File: src/ext_irq_regs.svh
// register map and field constants of the external request pin block
// assumes a 32-bit bus with byte offsets in the low address bits
`ifndef EXT_IRQ_REGS_SVH
`define EXT_IRQ_REGS_SVH

`define EIR_ADDR_W      4
`define EIR_CTRL_OFS    4'h0
`define EIR_STAT_OFS    4'h4
`define EIR_MASK_OFS    4'h8

`define EIR_CTRL_RST    8'h00
`define EIR_CTRL_WMASK  8'h73
`define EIR_EVT_RST     2'h0
`define EIR_NUM_EVT     2
`define EIR_EVT_PIN     0
`define EIR_EVT_HOLD    1

`define EIR_BIT_PDD     6
`define EIR_BIT_EDG     5
`define EIR_BIT_PE      4
`define EIR_BIT_FLAG    3
`define EIR_BIT_ACK     2
`define EIR_BIT_IE      1
`define EIR_BIT_MOD     0

`define EIR_ZERO32      32'h0000_0000
`define EIR_ZERO24      24'h00_0000
`define EIR_ZERO30      30'h0000_0000

`endif

File: src/ext_irq_pkg.sv
// types shared by the external request pin block
// constants live in ext_irq_regs.svh
package ext_irq_pkg;

  typedef struct packed {
    logic reserved;
    logic pullDeviceDisable;
    logic polaritySelect;
    logic requestPinEnable;
    logic requestEventFlag;
    logic requestAcknowledge;
    logic requestInterruptEnable;
    logic detectionMode;
  } ctrl_t;

  typedef struct packed {
    logic enable;
    logic polarity;
    logic mode;
  } detect_cfg_t;

  typedef enum logic [1:0] {
    BUS_IDLE   = 2'h1,
    BUS_ANSWER = 2'h2
  } bus_state_t;

  typedef enum logic [3:0] {
    SEL_NONE = 4'h1,
    SEL_CTRL = 4'h2,
    SEL_STAT = 4'h4,
    SEL_MASK = 4'h8
  } reg_sel_t;

endpackage : ext_irq_pkg

File: src/pin_event_detect.sv
// pin synchroniser and edge/level event detector
// assumes pinIn may be asynchronous; rstN is already synchronised
`timescale 1ns/1ns
`default_nettype none
module pin_event_detect (
  input  wire logic                      ref_clk,
  input  wire logic                      rstN,
  input  wire logic                      ce,
  input  wire logic                      pinIn,
  input  wire ext_irq_pkg::detect_cfg_t  cfg,
  output logic                           eventPulse,
  output logic                           levelAsserted
);
  logic syncA;
  logic syncB;
  logic prev;
  logic next_syncA;
  logic next_syncB;
  logic next_prev;
  logic asserted;
  logic edgeSeen;

  always_comb begin
    next_syncA = pinIn;
    next_syncB = syncA;
    next_prev  = syncB;
  end

  always_ff @(posedge ref_clk or negedge rstN) begin
    if (!rstN) begin
      syncA <= 1'b1;
      syncB <= 1'b1;
      prev  <= 1'b1;
    end else if (ce) begin
      syncA <= next_syncA;
      syncB <= next_syncB;
      prev  <= next_prev;
    end
  end

  always_comb begin
    asserted      = cfg.polarity ? syncB : !syncB;
    edgeSeen      = cfg.polarity ? (syncB & !prev) : (!syncB & prev);
    levelAsserted = cfg.enable & asserted;
    eventPulse    = cfg.enable & ce & (edgeSeen | (cfg.mode & asserted));
  end

  property p_fall_edge;
    @(posedge ref_clk) disable iff (!rstN)
      (ce && cfg.enable && !cfg.polarity && prev && !syncB) |-> eventPulse;
  endproperty
  a_fall_edge: assert property (p_fall_edge) else $error("falling edge missed");

  property p_pin_off;
    @(posedge ref_clk) disable iff (!rstN)
      !cfg.enable |-> !eventPulse && !levelAsserted;
  endproperty
  a_pin_off: assert property (p_pin_off) else $error("event while pin disabled");

  property p_edge_only;
    @(posedge ref_clk) disable iff (!rstN)
      (ce && cfg.enable && !cfg.mode && prev == syncB) |-> !eventPulse;
  endproperty
  a_edge_only: assert property (p_edge_only) else $error("event without edge");

endmodule : pin_event_detect
`default_nettype wire

File: src/ext_request_irq.sv
// external request pin controller with Avalon-MM register slave
// assumes pin driven by an outside source; one clock, async low reset
//
// Implementation choices: the Avalon-MM register port and the address map.
`include "ext_irq_regs.svh"
`timescale 1ns/1ns
`default_nettype none
module ext_request_irq (
  input  wire logic                    ref_clk,
  input  wire logic                    reset_n,
  input  wire logic                    ce,
  input  wire logic                    irqPin,
  input  wire logic [`EIR_ADDR_W-1:0]  address,
  input  wire logic                    read,
  input  wire logic                    write,
  input  wire logic [31:0]             writedata,
  input  wire logic [3:0]              byteenable,
  output logic      [31:0]             readdata,
  output logic                         waitrequest,
  output logic                         irqToCpu,
  output logic                         pullUpEnable,
  output logic                         pullDownEnable
);
  logic                       rstMeta;
  logic                       rstN;
  ext_irq_pkg::ctrl_t         ctrl;
  ext_irq_pkg::ctrl_t         next_ctrl;
  ext_irq_pkg::bus_state_t    busState;
  ext_irq_pkg::bus_state_t    next_busState;
  ext_irq_pkg::detect_cfg_t   cfg;
  ext_irq_pkg::reg_sel_t      sel;
  logic [`EIR_NUM_EVT-1:0]    evtStatus;
  logic [`EIR_NUM_EVT-1:0]    next_evtStatus;
  logic [`EIR_NUM_EVT-1:0]    evtMask;
  logic [`EIR_NUM_EVT-1:0]    next_evtMask;
  logic [`EIR_NUM_EVT-1:0]    evtRaw;
  logic [31:0]                next_readdata;
  logic                       next_waitrequest;
  logic                       next_irqToCpu;
  logic                       next_pullUpEnable;
  logic                       next_pullDownEnable;
  logic                       eventPulse;
  logic                       levelAsserted;
  logic                       wrTaken;
  logic                       wrCtrl;
  logic                       wrStat;
  logic                       wrMask;
  logic                       ackClear;
  logic                       holdBlock;
  logic                       pullOn;

  function automatic ext_irq_pkg::reg_sel_t regDecode(input logic [`EIR_ADDR_W-1:0] a);
    case (a)
      `EIR_CTRL_OFS: regDecode = ext_irq_pkg::SEL_CTRL;
      `EIR_STAT_OFS: regDecode = ext_irq_pkg::SEL_STAT;
      `EIR_MASK_OFS: regDecode = ext_irq_pkg::SEL_MASK;
      default:       regDecode = ext_irq_pkg::SEL_NONE;
    endcase
  endfunction : regDecode

  // reset release is synchronised; assertion stays asynchronous
  always_ff @(posedge ref_clk or negedge reset_n) begin
    if (!reset_n) begin
      rstMeta <= 1'b0;
      rstN    <= 1'b0;
    end else begin
      rstMeta <= 1'b1;
      rstN    <= rstMeta;
    end
  end

  always_comb begin
    cfg.enable   = ctrl.requestPinEnable;
    cfg.polarity = ctrl.polaritySelect;
    cfg.mode     = ctrl.detectionMode;
  end

  pin_event_detect u_detect (
    .ref_clk       (ref_clk),
    .rstN          (rstN),
    .ce            (ce),
    .pinIn         (irqPin),
    .cfg           (cfg),
    .eventPulse    (eventPulse),
    .levelAsserted (levelAsserted)
  );

  // bus: one wait cycle, then waitrequest low for exactly one edge
  always_comb begin
    sel              = regDecode(address);
    next_busState    = busState;
    next_waitrequest = 1'b1;
    next_readdata    = `EIR_ZERO32;
    case (busState)
      ext_irq_pkg::BUS_IDLE: begin
        if (read || write) begin
          next_busState    = ext_irq_pkg::BUS_ANSWER;
          next_waitrequest = 1'b0;
          if (read) begin
            case (sel)
              ext_irq_pkg::SEL_CTRL: next_readdata = {`EIR_ZERO24, ctrl};
              ext_irq_pkg::SEL_STAT: next_readdata = {`EIR_ZERO30, evtStatus};
              ext_irq_pkg::SEL_MASK: next_readdata = {`EIR_ZERO30, evtMask};
              default:               next_readdata = `EIR_ZERO32;
            endcase
          end
        end
      end
      ext_irq_pkg::BUS_ANSWER: begin
        next_busState = ext_irq_pkg::BUS_IDLE;
      end
      default: begin
        next_busState = ext_irq_pkg::BUS_IDLE;
      end
    endcase
  end

  always_ff @(posedge ref_clk or negedge rstN) begin
    if (!rstN) begin
      busState    <= ext_irq_pkg::BUS_IDLE;
      waitrequest <= 1'b1;
      readdata    <= `EIR_ZERO32;
    end else if (ce) begin
      busState    <= next_busState;
      waitrequest <= next_waitrequest;
      readdata    <= next_readdata;
    end
  end

  // writes land on the same edge the master sees waitrequest low
  always_comb begin
    wrTaken   = write && !waitrequest && byteenable[0];
    wrCtrl    = wrTaken && (sel == ext_irq_pkg::SEL_CTRL);
    wrStat    = wrTaken && (sel == ext_irq_pkg::SEL_STAT);
    wrMask    = wrTaken && (sel == ext_irq_pkg::SEL_MASK);
    ackClear  = wrCtrl && writedata[`EIR_BIT_ACK];
    holdBlock = ctrl.detectionMode && levelAsserted;
  end

  always_comb begin
    next_ctrl = ctrl;
    if (wrCtrl) begin
      next_ctrl = ext_irq_pkg::ctrl_t'((ctrl & ~`EIR_CTRL_WMASK) | (writedata[7:0] & `EIR_CTRL_WMASK));
    end
    next_ctrl.reserved           = 1'b0;
    next_ctrl.requestAcknowledge = 1'b0;
    // set beats acknowledge so a same-cycle event is never lost
    if (eventPulse) begin
      next_ctrl.requestEventFlag = 1'b1;
    end else if (ackClear && !holdBlock) begin
      next_ctrl.requestEventFlag = 1'b0;
    end else begin
      next_ctrl.requestEventFlag = ctrl.requestEventFlag;
    end
  end

  always_comb begin
    evtRaw[`EIR_EVT_PIN]  = eventPulse;
    evtRaw[`EIR_EVT_HOLD] = ackClear && holdBlock;
    next_evtMask          = wrMask ? writedata[`EIR_NUM_EVT-1:0] : evtMask;
  end

  genvar gi;
  generate
    for (gi = 0; gi < `EIR_NUM_EVT; gi = gi + 1) begin : g_sticky
      assign next_evtStatus[gi] = evtRaw[gi] | (evtStatus[gi] & !(wrStat && writedata[gi]));
    end
  endgenerate

  always_comb begin
    pullOn              = ctrl.requestPinEnable && !ctrl.pullDeviceDisable;
    next_pullUpEnable   = pullOn && !ctrl.polaritySelect;
    next_pullDownEnable = pullOn && ctrl.polaritySelect;
    next_irqToCpu       = (ctrl.requestEventFlag && ctrl.requestInterruptEnable)
                          || |(evtStatus & evtMask);
  end

  always_ff @(posedge ref_clk or negedge rstN) begin
    if (!rstN) begin
      ctrl           <= ext_irq_pkg::ctrl_t'(`EIR_CTRL_RST);
      evtStatus      <= `EIR_EVT_RST;
      evtMask        <= `EIR_EVT_RST;
      pullUpEnable   <= 1'b0;
      pullDownEnable <= 1'b0;
      irqToCpu       <= 1'b0;
    end else if (ce) begin
      ctrl           <= next_ctrl;
      evtStatus      <= next_evtStatus;
      evtMask        <= next_evtMask;
      pullUpEnable   <= next_pullUpEnable;
      pullDownEnable <= next_pullDownEnable;
      irqToCpu       <= next_irqToCpu;
    end
  end

  property p_pull_on;
    @(posedge ref_clk) disable iff (!rstN)
      ce |=> (pullUpEnable || pullDownEnable)
             == $past(ctrl.requestPinEnable && !ctrl.pullDeviceDisable);
  endproperty
  a_pull_on: assert property (p_pull_on) else $error("pull device state wrong");

  property p_pull_down;
    @(posedge ref_clk) disable iff (!rstN)
      (ce && ctrl.requestPinEnable && !ctrl.pullDeviceDisable && ctrl.polaritySelect)
        |=> pullDownEnable && !pullUpEnable;
  endproperty
  a_pull_down: assert property (p_pull_down) else $error("pull not turned down");

  property p_flag_set;
    @(posedge ref_clk) disable iff (!rstN)
      (ce && eventPulse) |=> ctrl.requestEventFlag;
  endproperty
  a_flag_set: assert property (p_flag_set) else $error("event did not set flag");

  property p_ack_reads_zero;
    @(posedge ref_clk) disable iff (!rstN)
      !waitrequest |-> !readdata[`EIR_BIT_ACK] && !ctrl.requestAcknowledge;
  endproperty
  a_ack_reads_zero: assert property (p_ack_reads_zero) else $error("acknowledge read as one");

  property p_ack_clears;
    @(posedge ref_clk) disable iff (!rstN)
      (ce && ackClear && !holdBlock && !eventPulse) |=> !ctrl.requestEventFlag;
  endproperty
  a_ack_clears: assert property (p_ack_clears) else $error("acknowledge did not clear");

  property p_level_hold;
    @(posedge ref_clk) disable iff (!rstN)
      (ce && ctrl.requestEventFlag && holdBlock) |=> ctrl.requestEventFlag;
  endproperty
  a_level_hold: assert property (p_level_hold) else $error("flag cleared during level");

  property p_irq_follow;
    @(posedge ref_clk) disable iff (!rstN)
      ce |=> irqToCpu == $past((ctrl.requestEventFlag && ctrl.requestInterruptEnable)
                               || |(evtStatus & evtMask));
  endproperty
  a_irq_follow: assert property (p_irq_follow) else $error("processor request mismatch");

  property p_flag_sticky;
    @(posedge ref_clk) disable iff (!rstN)
      (ctrl.requestEventFlag && !ackClear) |=> ctrl.requestEventFlag;
  endproperty
  a_flag_sticky: assert property (p_flag_sticky) else $error("flag dropped without ack");

  property p_bus_answer;
    @(posedge ref_clk) disable iff (!rstN)
      (ce && (read || write) && waitrequest && busState == ext_irq_pkg::BUS_IDLE)
        |=> !waitrequest ##1 (waitrequest || !ce);
  endproperty
  a_bus_answer: assert property (p_bus_answer) else $error("bus answer timing off");

  // writing zero to the acknowledge bit must leave the flag alone
  property p_ack_zero_keeps;
    @(posedge ref_clk) disable iff (!rstN)
      (ce && wrCtrl && !writedata[`EIR_BIT_ACK] && !eventPulse)
        |=> ctrl.requestEventFlag == $past(ctrl.requestEventFlag);
  endproperty
  a_ack_zero_keeps: assert property (p_ack_zero_keeps) else $error("zero write changed flag");

  property p_irq_quiet;
    @(posedge ref_clk) disable iff (!rstN)
      (ce && !ctrl.requestInterruptEnable && (evtStatus & evtMask) == `EIR_EVT_RST) |=> !irqToCpu;
  endproperty
  a_irq_quiet: assert property (p_irq_quiet) else $error("request raised while disabled");

  // a refused acknowledge leaves a trace software can see
  property p_hold_status;
    @(posedge ref_clk) disable iff (!rstN)
      (ce && ackClear && holdBlock) |=> evtStatus[`EIR_EVT_HOLD];
  endproperty
  a_hold_status: assert property (p_hold_status) else $error("refused ack not recorded");

  property p_pull_up;
    @(posedge ref_clk) disable iff (!rstN)
      (ce && ctrl.requestPinEnable && !ctrl.pullDeviceDisable && !ctrl.polaritySelect)
        |=> pullUpEnable && !pullDownEnable;
  endproperty
  a_pull_up: assert property (p_pull_up) else $error("pull-up not connected");

  property p_pull_idle;
    @(posedge ref_clk) disable iff (!rstN)
      (ce && !ctrl.requestPinEnable) |=> !pullUpEnable && !pullDownEnable;
  endproperty
  a_pull_idle: assert property (p_pull_idle) else $error("pull on while pin disabled");

  // level mode: an asserted level counts as an event every cycle
  property p_level_event;
    @(posedge ref_clk) disable iff (!rstN)
      (ce && ctrl.detectionMode && levelAsserted) |-> eventPulse;
  endproperty
  a_level_event: assert property (p_level_event) else $error("asserted level not seen");

  // read data is zero outside the answer cycle, so stale values never leak
  property p_idle_readdata;
    @(posedge ref_clk) disable iff (!rstN)
      waitrequest |-> readdata == `EIR_ZERO32;
  endproperty
  a_idle_readdata: assert property (p_idle_readdata) else $error("read data outside answer");

endmodule : ext_request_irq
`default_nettype wire

File: config.mk
export PLATFORM = sky130hd
export DESIGN_NAME = ext_request_irq
export DESIGN_NICKNAME = d
export VERILOG_FILES = /design/src/ext_irq_pkg.sv /design/src/pin_event_detect.sv /design/src/ext_request_irq.sv
export VERILOG_INCLUDE_DIRS = /design/src
export SDC_FILE = /design/constraint.sdc
export NUM_CORES = 1
export LEC_CHECK = 0
export BUFFER_PORTS_ARGS = -buffer_cell sky130_fd_sc_hd__buf_2
export CELL_PAD_IN_SITES_DETAIL_PLACEMENT = 1
export CELL_PAD_IN_SITES_GLOBAL_PLACEMENT = 1
export CORE_MARGIN = 2
export CORE_UTILIZATION = 29
export CTS_CLUSTER_DIAMETER = 150
export DETAILED_ROUTE_END_ITERATION = 12
export HOLD_SLACK_MARGIN = 0.15
export PLACE_DENSITY = 0.81
export REMOVE_ABC_BUFFERS = 1
export SLEW_MARGIN = 20
export SYNTH_ARGS = -nofsm -noshare
export SYNTH_HDL_FRONTEND = slang
export SYNTH_SLANG_ARGS = --single-unit
File: constraint.sdc
create_clock -name ref_clk -period 0.8 [get_ports ref_clk]
set_input_delay 0.16 -clock ref_clk [delete_from_list [all_inputs] [get_ports ref_clk]]
set_output_delay 0.16 -clock ref_clk [all_outputs]
set_load 0.03 [all_outputs]
==> qor.txt, run 1 <==
Seq/Total Area, Yosys: 48.2%
Via Count: 1099
Detailed Route Iter0 Violations: 24
origin of the critical flop-to-flop path: waitrequest$_DFFE_PN1P_
slowest stage delay, CP: 0.54 ns
critical path depth in cells: 3
met2 WL post-DR: 1800 um
Initial Util: 30.0%
clock sinks: 27
mapped cell area: 1420 sq um
final WL: 3360 um
Hold WS: 0.113 ns
Post-CTS Hold Buffers: 2
M1 WL: 1380 um
largest net degree at the start of global routing: 17
Post-DP Area: 1720 sq um
Setup TNS Final: -11.50 ns
kind of cell adding the most delay to the critical path: flip-flops
RSZ-0062 raised after global routing: true
Reg2Reg Depth: 3
first-pass GRT wire length: 5540 um
GP Congestion: 0.755
crit path DAT: 1.54 ns
Tot Pwr: 3.46 mW
fmax: 0.723 GHz
register-to-register setup slack: -0.58 ns
root buf cell: clkbuf_8
Mean Syn Cell Area: 12.0 sq um
post-detail-place hpwl: 2590 um
Design Area, Final: 2040 sq um
worst r2r dst: ctrl[1]$_DFFE_PN0P_
post-synth cell types: 37
failing checks: setup timing
uppermost layer routed: met4
drt first pass iters: 4
DIE AREA: 5450 sq um
WHS Endpoint: cfg[1]$_DFFE_PN0P_
CP Max Fanout: 6
Synth Register Bits: 27
core box area: 4720 sq um
antenna-violating nets left: 0
Fin. Hold Viols: 0
Cell Pwr Density: 1690 nW/um^2
Port Buffers: 26
Crit. End Element: flop
FP Rows: 25
Gate Count Post-Synth: 118
Final min period: 1.38 ns
synthesis-to-finish area growth: 44.5%
CTS tree: yes
Min-Delay Path Depth: 2
H-tree levels: 1
Final setup viols: 33
slowest cell on the critical path: dfstp_2
crit path setup slack, layout: -0.582 ns
Syn. warnings: 0
Fillers: 533
CP Class: reg2reg
worst hold start: writedata[5]
DR WL met3: 164 um
CTS Buf Count: 3
dpl ws: -0.670 ns
max_cap viols: 0
# IOs: 82
Worst-path clk slew: 0.09 ns
status: finished, violations left
DRC viols: 0
grt ovf: 0
worst-path cell chain: and4b_2 -> nand2_4 -> mux2_4
Worst Skew: 0.00252 ns
Layout Nets: 232
max-slew violation count: 0
clk_lat worst skew: 0.27 ns
Hold WC Path Type: in2reg
chip width: 73.9 um
startpoint types: flop
CP bufs+invs: 0
initial antenna violation count: 0
Antenna Cells: 0
Vias/cell: 4.36
Clock Path Buffers: 2
wire per inst: 13.3 um
leakage power: 1.01 nW
vias in the first global route: 1158
Critical Path RT: 0.96 ns
Peak supply drop: 1.28 mV
all-layer global routing usage: 13.4%
height of the die: 73.9 um
fin crit share: 173%
layout cells sized above 1: 54.1%
==> area by class of cell <==
cell class | count | area, sq um | share of cell area, %
sequential | 27 | 682 | 33.4
clock buffer | 4 | 45.0 | 2.20
inverter | 1 | 5.00 | 0.245
timing repair buffer | 67 | 532 | 26.0
multi-input combinational | 86 | 697 | 34.1
tap | 67 | 83.8 | 4.10
==> Yosys cell counts <==
master / instances / area [sq um]
a222oi_1: 1 / 10.0
a21oi_1: 1 / 5.00
nand4b_1: 1 / 8.76
mux2_4: 5 / 75.1
nand2b_1: 1 / 6.26
buf_4: 27 / 203
o2111ai_1: 1 / 8.76
mux2_2: 5 / 56.3
nand2_1: 6 / 22.5
nand4_1: 2 / 12.5
nor3_2: 1 / 10.0
o21bai_1: 1 / 7.51
nor2b_1: 1 / 6.26
nor3b_1: 1 / 7.51
a2111oi_0: 2 / 17.5
dfrtp_1: 22 / 551
a22o_1: 4 / 35.0
a221o_1: 2 / 20.0
nor4_4: 1 / 21.3
nor3b_2: 1 / 12.5
nor4b_2: 1 / 15.0
dfstp_2: 5 / 131
o22a_1: 1 / 8.76
conb_1: 2 / 7.51
nand3b_1: 4 / 30.0
a21o_1: 1 / 7.51
nor2_1: 5 / 18.8
clkinv_1: 1 / 3.75
o21ai_0: 1 / 5.00
o2bb2ai_1: 4 / 35.0
nand2_4: 1 / 11.3
or3b_1: 1 / 8.76
clkbuf_2: 1 / 5.00
buf_2: 1 / 5.00
and4b_1: 1 / 10.0
xor2_1: 1 / 8.76
o31ai_1: 1 / 7.51
==> layer usage <==
layer  GRT usage (%)  vias to the layer above
met5               0                        -
met4            1.82                        0
met3            2.61                        2
met2            25.0                       35
met1            16.1                      553
li1                -                      509
==> placed cells by master (no fill, tap or decap), drive strengths merged, types with 2 or more instances in the layout <==
cell | netlist | final
o2bb2ai | 4 | 4
clkbuf | 1 | 4
a2111oi | 2 | 2
nor2 | 5 | 5
nand3b | 4 | 4
dfrtp | 22 | 22
dlygate4sd3 | 0 | 2
buf | 28 | 65
nor3b | 2 | 2
nand4 | 2 | 2
dfstp | 5 | 5
a221o | 2 | 2
nand2 | 7 | 7
conb | 2 | 27
a22o | 4 | 4
mux2 | 10 | 10
==> registers in the layout, summed over array words and instances (netlist names) <==
name                 flops
evtStatus                2
irqToCpu                 1
readdata                 6
rstMeta                  1
cfg                      3
waitrequest              1
evtMask                  2
ctrl                     3
rstN                     1
pullDownEnable           1
u_detect.next_syncB      1
u_detect.prev            1
pullUpEnable             1
busState                 2
u_detect.next_prev       1
==> metrics by stage <==
step | cells | utilization, %
floorplan | 114 | -
global placement | 235 | 36.4
detailed placement | 235 | 36.4
CTS | 250 | 41.9
global route | 252 | 43.3
finish | 252 | 43.3
==> cell families (layout without fill, tap and decap cells) <==
family	count (synthesis)	after routing	synth area share [%]
AND/OR/NAND/NOR	28	28	14.2
XOR/XNOR	1	1	0.619
AO/OA/AOI/OAI	20	20	11.8
flip-flops	27	27	48.2
buffers and inverters	30	72	15.3
multiplexers	10	10	9.28
other	2	27	0.531
==> worst max-delay path by stage <==
stage / startpoint / end / slack (ns)
6_report: waitrequest$_DFFE_PN1P_ / ctrl[1]$_DFFE_PN0P_ / -0.58
5_1_grt: busState[0]$_DFFE_PN1P_ / readdata[0]$_DFFE_PN0P_ / -0.62
4_1_cts: waitrequest$_DFFE_PN1P_ / ctrl[1]$_DFFE_PN0P_ / -0.57
3_5_place_dp: busState[0]$_DFFE_PN1P_ / readdata[0]$_DFFE_PN0P_ / -0.67
3_3_place_gp: waitrequest$_DFFE_PN1P_ / ctrl[6]$_DFFE_PN0P_ / -0.54
2_1_floorplan: waitrequest$_DFFE_PN1P_ / cfg[0]$_DFFE_PN0P_ / -0.64
==> power by group <==
group | internal, mW | total (mW) | switching [mW]
clock | 0.357 | 0.764 | 0.407
sequential | 1.54 | 1.64 | 0.102
combinational | 0.505 | 1.05 | 0.542
total | 2.40 | 3.46 | 1.05
==> repair_timing <==
| item | 4_1_cts | 5_1_grt |
|---|---|---|
| endpoints found under the setup margin | 34 | 34 |
| hold endpoints to repair | 7 | 4 |
| resized for setup | 37 | 13 |
| pin swaps | 6 | 4 |
| buffers inserted | 9 | 5 |
| cloned | 0 | 0 |
Power figures use the tool's default switching activity.
==> inputs of run 2 (changes only) <==
--- a/config.mk
+++ b/config.mk
@@ -6,15 +6,16 @@
 export SDC_FILE = /design/constraint.sdc
 export NUM_CORES = 1
 export LEC_CHECK = 0
-export BUFFER_PORTS_ARGS = -buffer_cell sky130_fd_sc_hd__buf_2
+export ABC_AREA = 1
+export BUFFER_PORTS_ARGS = -buffer_cell sky130_fd_sc_hd__clkbuf_2
 export CELL_PAD_IN_SITES_DETAIL_PLACEMENT = 1
 export CELL_PAD_IN_SITES_GLOBAL_PLACEMENT = 1
 export CORE_MARGIN = 2
-export CORE_UTILIZATION = 29
+export CORE_UTILIZATION = 27
 export CTS_CLUSTER_DIAMETER = 150
 export DETAILED_ROUTE_END_ITERATION = 12
 export HOLD_SLACK_MARGIN = 0.15
-export PLACE_DENSITY = 0.81
+export PLACE_DENSITY = 0.8
 export REMOVE_ABC_BUFFERS = 1
 export SLEW_MARGIN = 20
 export SYNTH_ARGS = -nofsm -noshare
==> qor.txt, run 2 <==
status: finished, violations left
failing checks: setup timing
max_cap viols: 0
Layout Nets: 283
crit path setup slack, layout: -0.446 ns
CTS tree: yes
GP Congestion: 0.780
register bank with the most flops: readdata
crit path DAT: 1.46 ns
slowest cell on the critical path: dfstp_2
slowest stage delay, CP: 0.39 ns
DIE AREA: 5810 sq um
register-to-register setup slack: -0.45 ns
area share of the largest cell type after synthesis: 39.1%
Tot Pwr: 3.38 mW
Syn. warnings: 0
vias in the first global route: 1403
drt first pass iters: 4
largest net degree at the start of global routing: 26
leakage power: 1.08 nW
Final setup viols: 33
initial antenna violation count: 0
clk_lat worst skew: 0.27 ns
Hold WC Path Type: in2reg
most frequent cells in the layout: 36 x nand2_1, 32 x buf_4, 27 x conb_1
Worst Skew: 0.00189 ns
worst hold start: writedata[0]
worst r2r dst: ctrl[1]$_DFFE_PN0P_
Antenna Cells: 0
post-synth cell types: 23
final WL: 3800 um
Yosys top cell by area: dfrtp_1
RSZ-0062 raised after global routing: true
origin of the critical flop-to-flop path: waitrequest$_DFFE_PN1P_
grt ovf: 0
Gate Count Post-Synth: 166
height of the die: 76.2 um
Final Core Density: 41.3%
Vias/cell: 4.18
root buf cell: clkbuf_8
first-pass GRT wire length: 6260 um
fmax: 0.802 GHz
number of synthesized flops with an enable pin: 0
Reg2Reg Depth: 6
Mean Syn Cell Area: 8.49 sq um
post-detail-place hpwl: 2620 um
synthesis-to-finish area growth: 48.8%
most common cell in the netlist: nand2_1
leading post-synthesis cells by cell area: dfrtp_1 39%, buf_4 14%, nand2_1 12%, dfstp_2 9.3%, o21ai_0 4.3%
FP Rows: 26
clock sinks: 27
Cell Pwr Density: 1610 nW/um^2
max-slew violation count: 0
fin crit share: 156%
Worst-path clk slew: 0.10 ns
# IOs: 82
max reg flops: 6
Synth Register Bits: 27
startpoint types: flop
Crit. End Element: flop
chip width: 76.2 um
Detailed Route Iter0 Violations: 59
antenna-violating nets left: 0
Final min period: 1.25 ns
Min-Delay Path Depth: 3
wire per inst: 12.4 um
Initial Util: 27.8%
worst-path cell chain: inv_2 -> nand4_1 -> nor2_4 -> buf_6 -> nor2_2 -> a21oi_2
mapped cell area: 1410 sq um
Peak supply drop: 0.608 mV
Clock Path Buffers: 2
WHS Endpoint: cfg[0]$_DFFE_PN0P_
Port Buffers: 26
Post-DP Area: 1700 sq um
Fillers: 619
Critical Path RT: 1.01 ns
dpl ws: -0.465 ns
Design Area, Final: 2100 sq um
DRC viols: 0
Async SR Flop Fraction: 100%
Via Count: 1280
Primary FF master, synth: dfrtp_1
layout cells sized above 1: 43.6%
CP Max Fanout: 5
commonest non-fill, non-tap cell in the layout: nand2_1
all-layer global routing usage: 13.1%
CTS Buf Count: 3
Seq/Total Area, Yosys: 48.4%
H-tree levels: 1
Setup TNS Final: -8.84 ns
CP Class: reg2reg
Fin. Hold Viols: 0
core box area: 5070 sq um
synth cell count leaders: 46 x nand2_1, 27 x buf_4, 22 x dfrtp_1, 13 x inv_1, 12 x o21ai_0
## run 2: cell count changes after synthesis, sizes merged, moves of 5 or more
cell / change
a21oi: +5
nand3: +7
inv: +13
o21ai: +11
mux2: -10
nand2: +40
nand4: +5
## run 2: layout make-up
type | instances | area [sq um] | share of cell area [%]
clock inverter | 1 | 5.00 | 0.239
sequential | 27 | 682 | 32.5
timing repair buffer | 70 | 608 | 29.0
multi-input combinational | 122 | 624 | 29.8
inverter | 13 | 48.8 | 2.33
clock buffer | 3 | 41.3 | 1.97
tap | 70 | 87.6 | 4.18
## run 2: how the worst max path moves through the flow
stage | endpoint | from | depth (start not counted) | slack [ns]
after floorplan | evtMask[0]$_DFFE_PN0P_ | waitrequest$_DFFE_PN1P_ | 5 | -0.39
after global placement | ctrl[3]$_DFFE_PN0P_ | waitrequest$_DFFE_PN1P_ | 6 | -0.36
after detailed placement | evtStatus[0]$_DFFE_PN0P_ | u_detect.next_prev$_DFFE_PN1P_ | 4 | -0.46
after CTS | ctrl[1]$_DFFE_PN0P_ | waitrequest$_DFFE_PN1P_ | 6 | -0.42
after global routing | ctrl[1]$_DFFE_PN0P_ | waitrequest$_DFFE_PN1P_ | 6 | -0.52
final | ctrl[1]$_DFFE_PN0P_ | waitrequest$_DFFE_PN1P_ | 6 | -0.45
## run 2: power breakdown
| group | switching, mW | internal [mW] | total [mW] |
|---|---|---|---|
| Combinational | 0.553 | 0.434 | 0.987 |
| Clock | 0.450 | 0.350 | 0.800 |
| Sequential | 0.0978 | 1.50 | 1.60 |
## run 2: layer usage
layer	vias to the layer above	track usage (%)	part of all wire, %
met5	-	0	0
met4	0	2.91	1.3
met3	6	2.96	5.2
met2	49	23.9	51
met1	604	15.6	42
li1	621	-	-
## run 2: critical path: cells and delay by family, from the launching register on
kind                   cells  cell delay [ns]
AND/OR/NAND/NOR            3             0.50
buffers and inverters      2             0.21
AO/OA/AOI/OAI              1             0.09
flip-flops                 1             0.39
## run 2: kinds of logic after synthesis
logic type / synth area share (%)
simple gates: 23.1
flops: 48.4
compound gates: 8.97
buf+inv: 19.0
other cells: 0.533
## run 2: timing repair
item | in CTS | in global routing
setup endpoints to repair | 33 | 34
setup buffers | 9 | 7
pin swaps | 9 | 12
gates resized for setup | 45 | 22
hold endpoints to repair | 7 | 0
hold buffers | 6 | 0
## run 2: per-stage QoR
stage / instances / hold WS, ns
CTS: 300 / 0.153
detailed placement: 281 / -0.0505
global placement: 281 / -0.0527
floorplan: 162 / -0.136
finish: 306 / 0.148
global route: 306 / 0.177
